===== config.mk =====
export PLATFORM = sky130hd
export DESIGN_NAME = adc_control_readout
export DESIGN_NICKNAME = d
export VERILOG_FILES = /design/src/rtl/adc_ctl_pkg.sv /design/src/rtl/adc_control_readout.sv /design/src/rtl/conv_sequencer.sv /design/src/rtl/result_store.sv
export SDC_FILE = /design/constraint.sdc
export NUM_CORES = 1
export LEC_CHECK = 0
export BUFFER_PORTS_ARGS = -buffer_cell sky130_fd_sc_hd__buf_2
export CELL_PAD_IN_SITES_DETAIL_PLACEMENT = 2
export CELL_PAD_IN_SITES_GLOBAL_PLACEMENT = 2
export CORE_MARGIN = 2
export CORE_UTILIZATION = 48
export DETAILED_ROUTE_END_ITERATION = 10
export PLACE_DENSITY = 0.85
export SKIP_LAST_GASP = 1
export SYNTH_ARGS = -nofsm -noshare
export SYNTH_HDL_FRONTEND = slang
export SYNTH_HIERARCHICAL = 1
export SYNTH_SLANG_ARGS = --single-unit

===== constraint.sdc =====
create_clock -name core_clk -period 7.2 [get_ports core_clk]
set_input_delay 1.44 -clock core_clk [delete_from_list [all_inputs] [get_ports core_clk]]
set_output_delay 1.44 -clock core_clk [all_outputs]
set_load 0.02 [all_outputs]

===== src/rtl/adc_ctl_pkg.sv =====
// Shared constants for the converter control and readout block
package adc_ctl_pkg;

	// ------------------------------------------------------------
	// Register offsets
	// ------------------------------------------------------------
	localparam logic [7:0] RESULT_HIGH_OFS = 8'h07;
	localparam logic [7:0] RESULT_LOW_OFS  = 8'h08;
	localparam logic [7:0] CFG_ONE_OFS     = 8'h09;
	localparam logic [7:0] CFG_TWO_OFS     = 8'h0A;

	// ------------------------------------------------------------
	// Field positions
	// ------------------------------------------------------------
	localparam int ENABLE_BIT     = 7;
	localparam int SINGLE_BIT     = 6;
	localparam int SWEEP_BIT      = 5;
	localparam int AMP_OFF_BIT    = 4;
	localparam int FLIP_BIT       = 3;
	localparam int READY_BIT      = 7;
	localparam int RDSEL_LSB      = 3;
	localparam int CVSEL_LSB      = 0;
	localparam int RESULT_SPLIT   = 6;

	// ------------------------------------------------------------
	// Reset values
	// ------------------------------------------------------------
	localparam logic       CTRL_RESET   = 1'b0;
	localparam logic [2:0] SELECT_RESET = 3'h0;
	localparam logic [7:0] RDATA_RESET  = 8'h00;
	localparam logic [13:0] RESULT_RESET = 14'h0000;

	// ------------------------------------------------------------
	// Channel codes
	// ------------------------------------------------------------
	localparam logic [2:0] CH_CURRENT_LIMIT_PIN = 3'h0;
	localparam logic [2:0] CH_INPUT_VOLTAGE     = 3'h1;
	localparam logic [2:0] CH_BATTERY_VOLTAGE   = 3'h2;
	localparam logic [2:0] CH_OUTPUT_LIMIT_PIN  = 3'h3;
	localparam logic [2:0] CH_THERMISTOR_INPUT  = 3'h4;
	localparam logic [2:0] CH_DIE_TEMPERATURE   = 3'h5;
	localparam logic [2:0] CH_EXTERNAL_INPUT    = 3'h6;
	localparam logic [2:0] CH_ANALOG_GROUND     = 3'h7;

	// ------------------------------------------------------------
	// Sequencer states
	// ------------------------------------------------------------
	typedef enum logic {SEQ_IDLE, SEQ_WAIT} seq_state_e;

endpackage


===== src/rtl/adc_control_readout.sv =====
// Register file, sequencing and readout of the monitoring converter
`timescale 1ns/1ns

module adc_control_readout #(
	// Revision value is arbitrary
	parameter logic [2:0] SILICON_REV = 3'h1
)(
	input  wire logic        core_clk,
	input  wire logic        rst,
	input  wire logic [7:0]  reg_addr,
	input  wire logic        reg_wr_en,
	input  wire logic [7:0]  reg_wr_data,
	input  wire logic        reg_rd_en,
	output logic      [7:0]  reg_rd_data,
	input  wire logic        conv_done,
	input  wire logic [13:0] conv_result,
	output logic             conv_start,
	output logic      [2:0]  conv_channel,
	output logic             conv_enable,
	output logic             front_amp_off,
	output logic             input_flip
);

	// ------------------------------------------------------------
	// Declarations
	// ------------------------------------------------------------
	logic        enable_q, enable_d;
	logic        single_q, single_d;
	logic        sweep_q, sweep_d;
	logic        amp_off_q, amp_off_d;
	logic        flip_q, flip_d;
	logic [2:0]  rdsel_q, rdsel_d;
	logic [2:0]  cvsel_q, cvsel_d;
	logic        ready_q, ready_d;
	logic [7:0]  rd_data_q, rd_data_d;

	logic        cfg_one_wr;
	logic        cfg_two_wr;
	logic        store_en;
	logic        run_start;
	logic        seq_enable;
	logic [13:0] sel_result;
	logic [7:0]  sel_high;
	logic [5:0]  sel_low;

	// ------------------------------------------------------------
	// Write decode
	// ------------------------------------------------------------
	assign cfg_one_wr = reg_wr_en && reg_addr == adc_ctl_pkg::CFG_ONE_OFS;
	assign cfg_two_wr = reg_wr_en && reg_addr == adc_ctl_pkg::CFG_TWO_OFS;

	// ------------------------------------------------------------
	// Control registers
	// ------------------------------------------------------------
	always_comb begin
		enable_d  = enable_q;
		single_d  = single_q;
		sweep_d   = sweep_q;
		amp_off_d = amp_off_q;
		flip_d    = flip_q;
		rdsel_d   = rdsel_q;
		cvsel_d   = cvsel_q;
		if (cfg_one_wr) begin
			enable_d  = reg_wr_data[adc_ctl_pkg::ENABLE_BIT];
			single_d  = reg_wr_data[adc_ctl_pkg::SINGLE_BIT];
			sweep_d   = reg_wr_data[adc_ctl_pkg::SWEEP_BIT];
			amp_off_d = reg_wr_data[adc_ctl_pkg::AMP_OFF_BIT];
			flip_d    = reg_wr_data[adc_ctl_pkg::FLIP_BIT];
		end
		if (cfg_two_wr) begin
			rdsel_d = reg_wr_data[adc_ctl_pkg::RDSEL_LSB +: 3];
			cvsel_d = reg_wr_data[adc_ctl_pkg::CVSEL_LSB +: 3];
		end
	end

	always_ff @(posedge core_clk or posedge rst) begin
		if (rst) begin
			enable_q  <= adc_ctl_pkg::CTRL_RESET;
			single_q  <= adc_ctl_pkg::CTRL_RESET;
			sweep_q   <= adc_ctl_pkg::CTRL_RESET;
			amp_off_q <= adc_ctl_pkg::CTRL_RESET;
			flip_q    <= adc_ctl_pkg::CTRL_RESET;
			rdsel_q   <= adc_ctl_pkg::SELECT_RESET;
			cvsel_q   <= adc_ctl_pkg::SELECT_RESET;
		end else begin
			enable_q  <= enable_d;
			single_q  <= single_d;
			sweep_q   <= sweep_d;
			amp_off_q <= amp_off_d;
			flip_q    <= flip_d;
			rdsel_q   <= rdsel_d;
			cvsel_q   <= cvsel_d;
		end
	end

	assign conv_enable   = enable_q;
	assign front_amp_off = amp_off_q;
	assign input_flip    = flip_q;

	// ------------------------------------------------------------
	// Sequencer
	// ------------------------------------------------------------
	// Drops out at the disabling write so no start follows while disabled
	assign seq_enable = enable_q && enable_d;

	conv_sequencer u_seq (
		.core_clk       (core_clk),
		.rst            (rst),
		.enable         (seq_enable),
		.single_pass    (single_q),
		.sweep_all      (sweep_q),
		.rearm          (cfg_one_wr),
		.convert_select (cvsel_q),
		.conv_done      (conv_done),
		.conv_start     (conv_start),
		.conv_channel   (conv_channel),
		.store_en       (store_en),
		.run_start      (run_start)
	);

	// ------------------------------------------------------------
	// Result storage
	// ------------------------------------------------------------
	// channel code indexes the store
	result_store #(
		.CHANNELS (8),
		.WIDTH    (14)
	) u_store (
		.core_clk      (core_clk),
		.rst           (rst),
		.store_en      (store_en),
		.store_channel (conv_channel),
		.store_data    (conv_result),
		.read_channel  (rdsel_q),
		.read_data     (sel_result)
	);

	assign sel_high = sel_result[13:adc_ctl_pkg::RESULT_SPLIT];
	assign sel_low  = sel_result[adc_ctl_pkg::RESULT_SPLIT-1:0];

	// ------------------------------------------------------------
	// Data ready flag
	// ------------------------------------------------------------
	always_comb begin
		ready_d = ready_q;
		// clear on fresh run or disable
		if (run_start || !enable_q) begin
			ready_d = 1'b0;
		end
		if (store_en) begin
			ready_d = 1'b1;
		end
	end

	always_ff @(posedge core_clk or posedge rst) begin
		if (rst) begin
			ready_q <= adc_ctl_pkg::CTRL_RESET;
		end else begin
			ready_q <= ready_d;
		end
	end

	// ------------------------------------------------------------
	// Read data
	// ------------------------------------------------------------
	always_comb begin
		rd_data_d = rd_data_q;
		if (reg_rd_en) begin
			case (reg_addr)
				adc_ctl_pkg::RESULT_HIGH_OFS: begin
					rd_data_d = sel_high;
				end
				adc_ctl_pkg::RESULT_LOW_OFS: begin
					rd_data_d = {2'b00, sel_low};
				end
				adc_ctl_pkg::CFG_ONE_OFS: begin
					rd_data_d = {enable_q, single_q, sweep_q, amp_off_q, flip_q,
					             SILICON_REV};
				end
				adc_ctl_pkg::CFG_TWO_OFS: begin
					rd_data_d = {ready_q, 1'b0, rdsel_q, cvsel_q};
				end
				default: begin
					rd_data_d = adc_ctl_pkg::RDATA_RESET;
				end
			endcase
		end
	end

	always_ff @(posedge core_clk or posedge rst) begin
		if (rst) begin
			rd_data_q <= adc_ctl_pkg::RDATA_RESET;
		end else begin
			rd_data_q <= rd_data_d;
		end
	end

	assign reg_rd_data = rd_data_q;

	logic rd_high;
	logic rd_low;
	logic rd_one;
	logic rd_two;
	assign rd_high = reg_rd_en && reg_addr == adc_ctl_pkg::RESULT_HIGH_OFS;
	assign rd_low  = reg_rd_en && reg_addr == adc_ctl_pkg::RESULT_LOW_OFS;
	assign rd_one  = reg_rd_en && reg_addr == adc_ctl_pkg::CFG_ONE_OFS;
	assign rd_two  = reg_rd_en && reg_addr == adc_ctl_pkg::CFG_TWO_OFS;
endmodule


===== src/rtl/conv_sequencer.sv =====
// Conversion sequencer for looped, swept and single-pass modes
`timescale 1ns/1ns
module conv_sequencer (
	input  wire logic       core_clk,
	input  wire logic       rst,
	input  wire logic       enable,
	input  wire logic       single_pass,
	input  wire logic       sweep_all,
	input  wire logic       rearm,
	input  wire logic [2:0] convert_select,
	input  wire logic       conv_done,
	output logic            conv_start,
	output logic      [2:0] conv_channel,
	output logic            store_en,
	output logic            run_start
);

	adc_ctl_pkg::seq_state_e state_q, state_d;
	logic                    halted_q, halted_d;
	logic                    start_q, start_d;
	logic [2:0]              chan_q, chan_d;

	// ------------------------------------------------------------
	// Next state
	// ------------------------------------------------------------
	always_comb begin
		state_d   = state_q;
		halted_d  = halted_q;
		start_d   = 1'b0;
		chan_d    = chan_q;
		store_en  = 1'b0;
		run_start = 1'b0;
		if (!enable) begin
			state_d  = adc_ctl_pkg::SEQ_IDLE;
			halted_d = 1'b0;
		end else begin
			case (state_q)
				adc_ctl_pkg::SEQ_IDLE: begin
					if (!halted_q || rearm) begin
						run_start = 1'b1;
						start_d   = 1'b1;
						halted_d  = 1'b0;
						state_d   = adc_ctl_pkg::SEQ_WAIT;
						chan_d    = sweep_all ? adc_ctl_pkg::CH_CURRENT_LIMIT_PIN
						                      : convert_select;
					end
				end
				adc_ctl_pkg::SEQ_WAIT: begin
					if (conv_done) begin
						store_en = 1'b1;
						if (single_pass && (!sweep_all ||
						    chan_q == adc_ctl_pkg::CH_ANALOG_GROUND)) begin
							halted_d = 1'b1;
							state_d  = adc_ctl_pkg::SEQ_IDLE;
						end else begin
							start_d = 1'b1;
							chan_d  = sweep_all ? 3'(chan_q + 3'h1) : convert_select;
						end
					end
				end
				default: begin
					state_d = adc_ctl_pkg::SEQ_IDLE;
				end
			endcase
		end
	end

	always_ff @(posedge core_clk or posedge rst) begin
		if (rst) begin
			state_q  <= adc_ctl_pkg::SEQ_IDLE;
			halted_q <= 1'b0;
			start_q  <= 1'b0;
			chan_q   <= adc_ctl_pkg::SELECT_RESET;
		end else begin
			state_q  <= state_d;
			halted_q <= halted_d;
			start_q  <= start_d;
			chan_q   <= chan_d;
		end
	end

	assign conv_start   = start_q;
	assign conv_channel = chan_q;

	logic wait_done;
	assign wait_done = enable && state_q == adc_ctl_pkg::SEQ_WAIT && conv_done;
endmodule


===== src/rtl/result_store.sv =====
// Per-channel store of the latest conversion results
`timescale 1ns/1ns
module result_store #(
	parameter int CHANNELS = 8,
	parameter int WIDTH    = 14
)(
	input  wire logic                        core_clk,
	input  wire logic                        rst,
	input  wire logic                        store_en,
	input  wire logic [$clog2(CHANNELS)-1:0] store_channel,
	input  wire logic [WIDTH-1:0]            store_data,
	input  wire logic [$clog2(CHANNELS)-1:0] read_channel,
	output logic      [WIDTH-1:0]            read_data
);

	logic [WIDTH-1:0] mem_q [CHANNELS];
	logic [WIDTH-1:0] mem_d [CHANNELS];

	// ------------------------------------------------------------
	// Write side
	// ------------------------------------------------------------
	always_comb begin
		mem_d = mem_q;
		if (store_en) begin
			mem_d[store_channel] = store_data;
		end
	end

	always_ff @(posedge core_clk or posedge rst) begin
		if (rst) begin
			for (int i = 0; i < CHANNELS; i++) begin
				mem_q[i] <= adc_ctl_pkg::RESULT_RESET;
			end
		end else begin
			mem_q <= mem_d;
		end
	end

	// ------------------------------------------------------------
	// Read side
	// ------------------------------------------------------------
	// readout by select
	assign read_data = mem_q[read_channel];

endmodule


==> out/results.tsv <==
stage	metric	value	unit
outcome	status	complete, no violations	
worst_setup_path	CP Capture Type	flop	
sta	Final Max Tran Viols	0	
logic_synthesis	Yosys top cell area share	52.4	%
placement	dpl cells	629	
logic_synthesis	Post-Syn Instances	421	
sta	Setup TNS Final	0	ns
placement	post-DP HPWL	11500	microns
clocking	CTS sink cnt	138	
floorplanning	die footprint	14700	sq um
clocking	depth of the CTS H-tree	4	
global_route	GRT Residual Overflow	0	
logic_synthesis	sequential element share of the synthesized area	52.4	%
worst_setup_path	Worst EP required	7.51	ns
worst_setup_path	CP Depth	7	
clocking	post-CTS setup buffers	0	
sta	final period utilization	64.5	%
detailed_routing	Detail Route Antenna Nets	0	
sta	Final Hold Vio Count	0	
worst_setup_path	R2R depth	4	
clocking	Worst-Skew Late Latency	0.43	ns
logic_synthesis	Syn Nets	458	
detailed_routing	via count	4068	
finish	filler instances	1189	
detailed_routing	DRC viols	0	
hold_path	Hold Crit Class	reg2reg	
logic_synthesis	top cells by area, synth	dfrtp_1, mux2_2, mux4_1	
pwr	Pleak	3.80	nW
detailed_routing	DR WL met3	815	microns
pwr	power per cell area	241	nW/um^2
logic_synthesis	Yosys reg bits	138	
sta	RSZ-0062 raised after global routing	false	
global_route	initial antenna violation count	0	
placement	IO buf count	49	
logic_synthesis	EDFF count, synth	0	
floorplanning	chip height	121	microns
floorplanning	initial core utilization	49.4	%
detailed_routing	First-pass DRT Iterations	4	
global_route	largest net degree at the start of global routing	58	
global_route	first-pass GRT wire length	30800	microns
pwr	Max VDD drop	0.221	mV
finish	Nets	509	
worst_setup_path	worst path cell trace	buf_2 -> nor2b_1 -> and3_2 -> a21boi_0 -> and3_1 -> nor4bb_4 -> mux2_2	
detailed_routing	Highest Signal Layer	met4	
worst_setup_path	Worst Path Max Fanout	14	
floorplanning	Die W	121	microns
worst_setup_path	Slowest-stage cell, CP	nor4bb_4	
worst_setup_path	peak per-stage delay on the critical path	1.21	ns
placement	gpl congestion	0.789	
floorplanning	Core ar.	13300	sq um
worst_setup_path	Crit path buffers/inverters	1	
logic_synthesis	Synth Flop Type	dfrtp_1	
global_route	All-Layer GR Usage	29.9	%
logic_synthesis	Yosys warnings	6	
worst_setup_path	CP Launch Type	input port	
clocking	clock buffer depth	2	
sta	Peak Freq	0.215	GHz
logic_synthesis	Syn Std Cell Area	6590	sq um
sta	clk_skew	0.0125	ns
sta	Slew headroom	10.4	%
finish	antenna cells	0	
detailed_routing	DR iter-0 viols	323	
detailed_routing	M1 wire length	8020	microns
clocking	CTS Buf Count	17	
clocking	post-CTS sizing	0	
logic_synthesis	Synth area leader	dfrtp_1	
clocking	cts hold-fix bufs	0	
clocking	CTS tree	built	
sta	worst-margin pin slew	1.34	ns
detailed_routing	vias per cell	6.15	
worst_setup_path	critical path class	in2reg	
logic_synthesis	mean post-synth cell area	15.6	sq um
floorplanning	I/O Pins	50	
clocking	CTS clk-pin slew, worst paths	0.06	ns
clocking	Root Buffer	clkbuf_16	
finish	Finished Layout Cells	661	
logic_synthesis	post-synth cell types	48	
job	max_cap viols	0	
finish	Layout area overhead	15.4	%
worst_setup_path	cell family with most CP delay	simple AND/OR/NAND/NOR gates	
detailed_routing	met2 wire len	10800	microns
sta	fin crit period	4.64	ns
hold_path	worst hold stages	1	
sta	Final setup viols	0	
detailed_routing	drt wl/cell	30.6	microns
worst_setup_path	WP data arrival	4.95	ns
floorplanning	row count	42	
finish	layout cells sized above 1	49.3	%
global_route	vias in the first global route	4816	
detailed_routing	wirelength, routed	20200	microns
logic_synthesis	asr flop ratio synth	100	%
routing by layer:
layer  vias to the layer above  GRT usage (%)
met2                       132           53.2
met5                         -              0
met1                      2164           34.8
li1                       1730              -
met4                         0           12.0
met3                        42           6.81
where the power goes:
| group | switching (mW) | internal (mW) | total [mW] |
|---|---|---|---|
| combinational | 0.0626 | 0.0380 | 0.101 |
| clock | 0.354 | 0.572 | 0.925 |
| sequential | 0.0256 | 0.784 | 0.810 |
| total | 0.442 | 1.39 | 1.84 |
cells by family (layout without fill, tap and decap cells):
| logic type | after synthesis | after routing | synth area share (%) |
|---|---|---|---|
| and+or+nand+nor | 44 | 44 | 4.88 |
| adders and majority gates | 2 | 2 | 0.380 |
| AOI/OAI and AO/OA | 36 | 36 | 4.41 |
| buffers and inverters | 34 | 98 | 3.04 |
| muxes | 167 | 167 | 34.9 |
| DFF | 138 | 138 | 52.4 |
synthesized netlist by cell type, drive strengths merged (2+ instances only):
library cell	n
a32o	2
and3	4
dfrtp	138
nor4bb	3
buf	20
nand2b	4
o211a	2
o21ai	7
nand2	3
nand4b	4
ha	2
nor2b	8
a22o	7
mux2	139
nand3	4
inv	11
nor2	5
a221o	5
mux4	28
o22ai	3
a32oi	2
clkbuf	3
and2	2
a21boi	2
per-stage QoR:
step	hold slack (ns)	utilization [%]	power [mW]	setup WS [ns]	area (sq um)
finish	0.501	56.9	1.84	2.56	7600
global route	0.517	56.9	1.89	2.49	7600
CTS	0.502	56.9	1.85	2.61	7600
detailed placement	0.482	52.3	0.922	2.37	6990
global placement	0.468	52.3	0.913	2.67	6990
floorplan	0.450	-	0.870	2.80	6590
final timing paths:
| check | from | endpoint | slack (ns) |
|---|---|---|---|
| min reg2reg | u_store/mem_q[108] | u_store/mem_q[108] | 0.50 |
| min | u_store/mem_q[108] | u_store/mem_q[108] | 0.50 |
| min in group asynchronous | rst | u_seq/halted_q | 0.98 |
| max reg2reg | conv_enable | u_store/mem_q[71] | 3.81 |
| max | reg_addr[0] | u_store/mem_q[71] | 2.56 |
| max in group asynchronous | rst | u_store/mem_q[102] | 4.82 |
layout make-up:
cell class | instances | area, sq um | area share (%)
flip-flops and latches | 138 | 3450 | 45.4
multi-input cells | 249 | 2980 | 39.2
clock buffers | 21 | 470 | 6.19
repair buffers | 55 | 290 | 3.82
well taps | 176 | 220 | 2.90
clock inverters | 11 | 144 | 1.89
inverters | 11 | 43.8 | 0.576
cells in the final DEF, fill, tap and decap left out, types with 2 or more instances in the layout:
| master | count |
|---|---|
| o21ai_0 | 7 |
| o211a_1 | 2 |
| a22o_1 | 7 |
| inv_1 | 10 |
| a221o_1 | 5 |
| bufinv_16 | 3 |
| buf_4 | 6 |
| a32o_1 | 2 |
| dfrtp_1 | 138 |
| nor2b_1 | 8 |
| mux4_2 | 4 |
| and3_1 | 3 |
| clkbuf_8 | 3 |
| a32oi_1 | 2 |
| buf_2 | 49 |
| nand2b_1 | 4 |
| mux4_1 | 24 |
| mux2_4 | 3 |
| o22ai_1 | 3 |
| clkbuf_16 | 17 |
| mux2_1 | 2 |
| nand3_1 | 3 |
| nor2_1 | 4 |
| clkinv_2 | 4 |
| nand2_1 | 3 |
| nand4b_1 | 4 |
| ha_1 | 2 |
| nor4bb_4 | 3 |
| clkinv_4 | 3 |
| mux2_2 | 134 |
sequential cells by signal (all words and copies together), names as in the netlist, 3 cells and up:
signal              cells
u_store/mem_q         112
reg_rd_data             8
cvsel_q                 3
rdsel_q                 3
u_seq/conv_channel      3
Power figures use the tool's default switching activity.
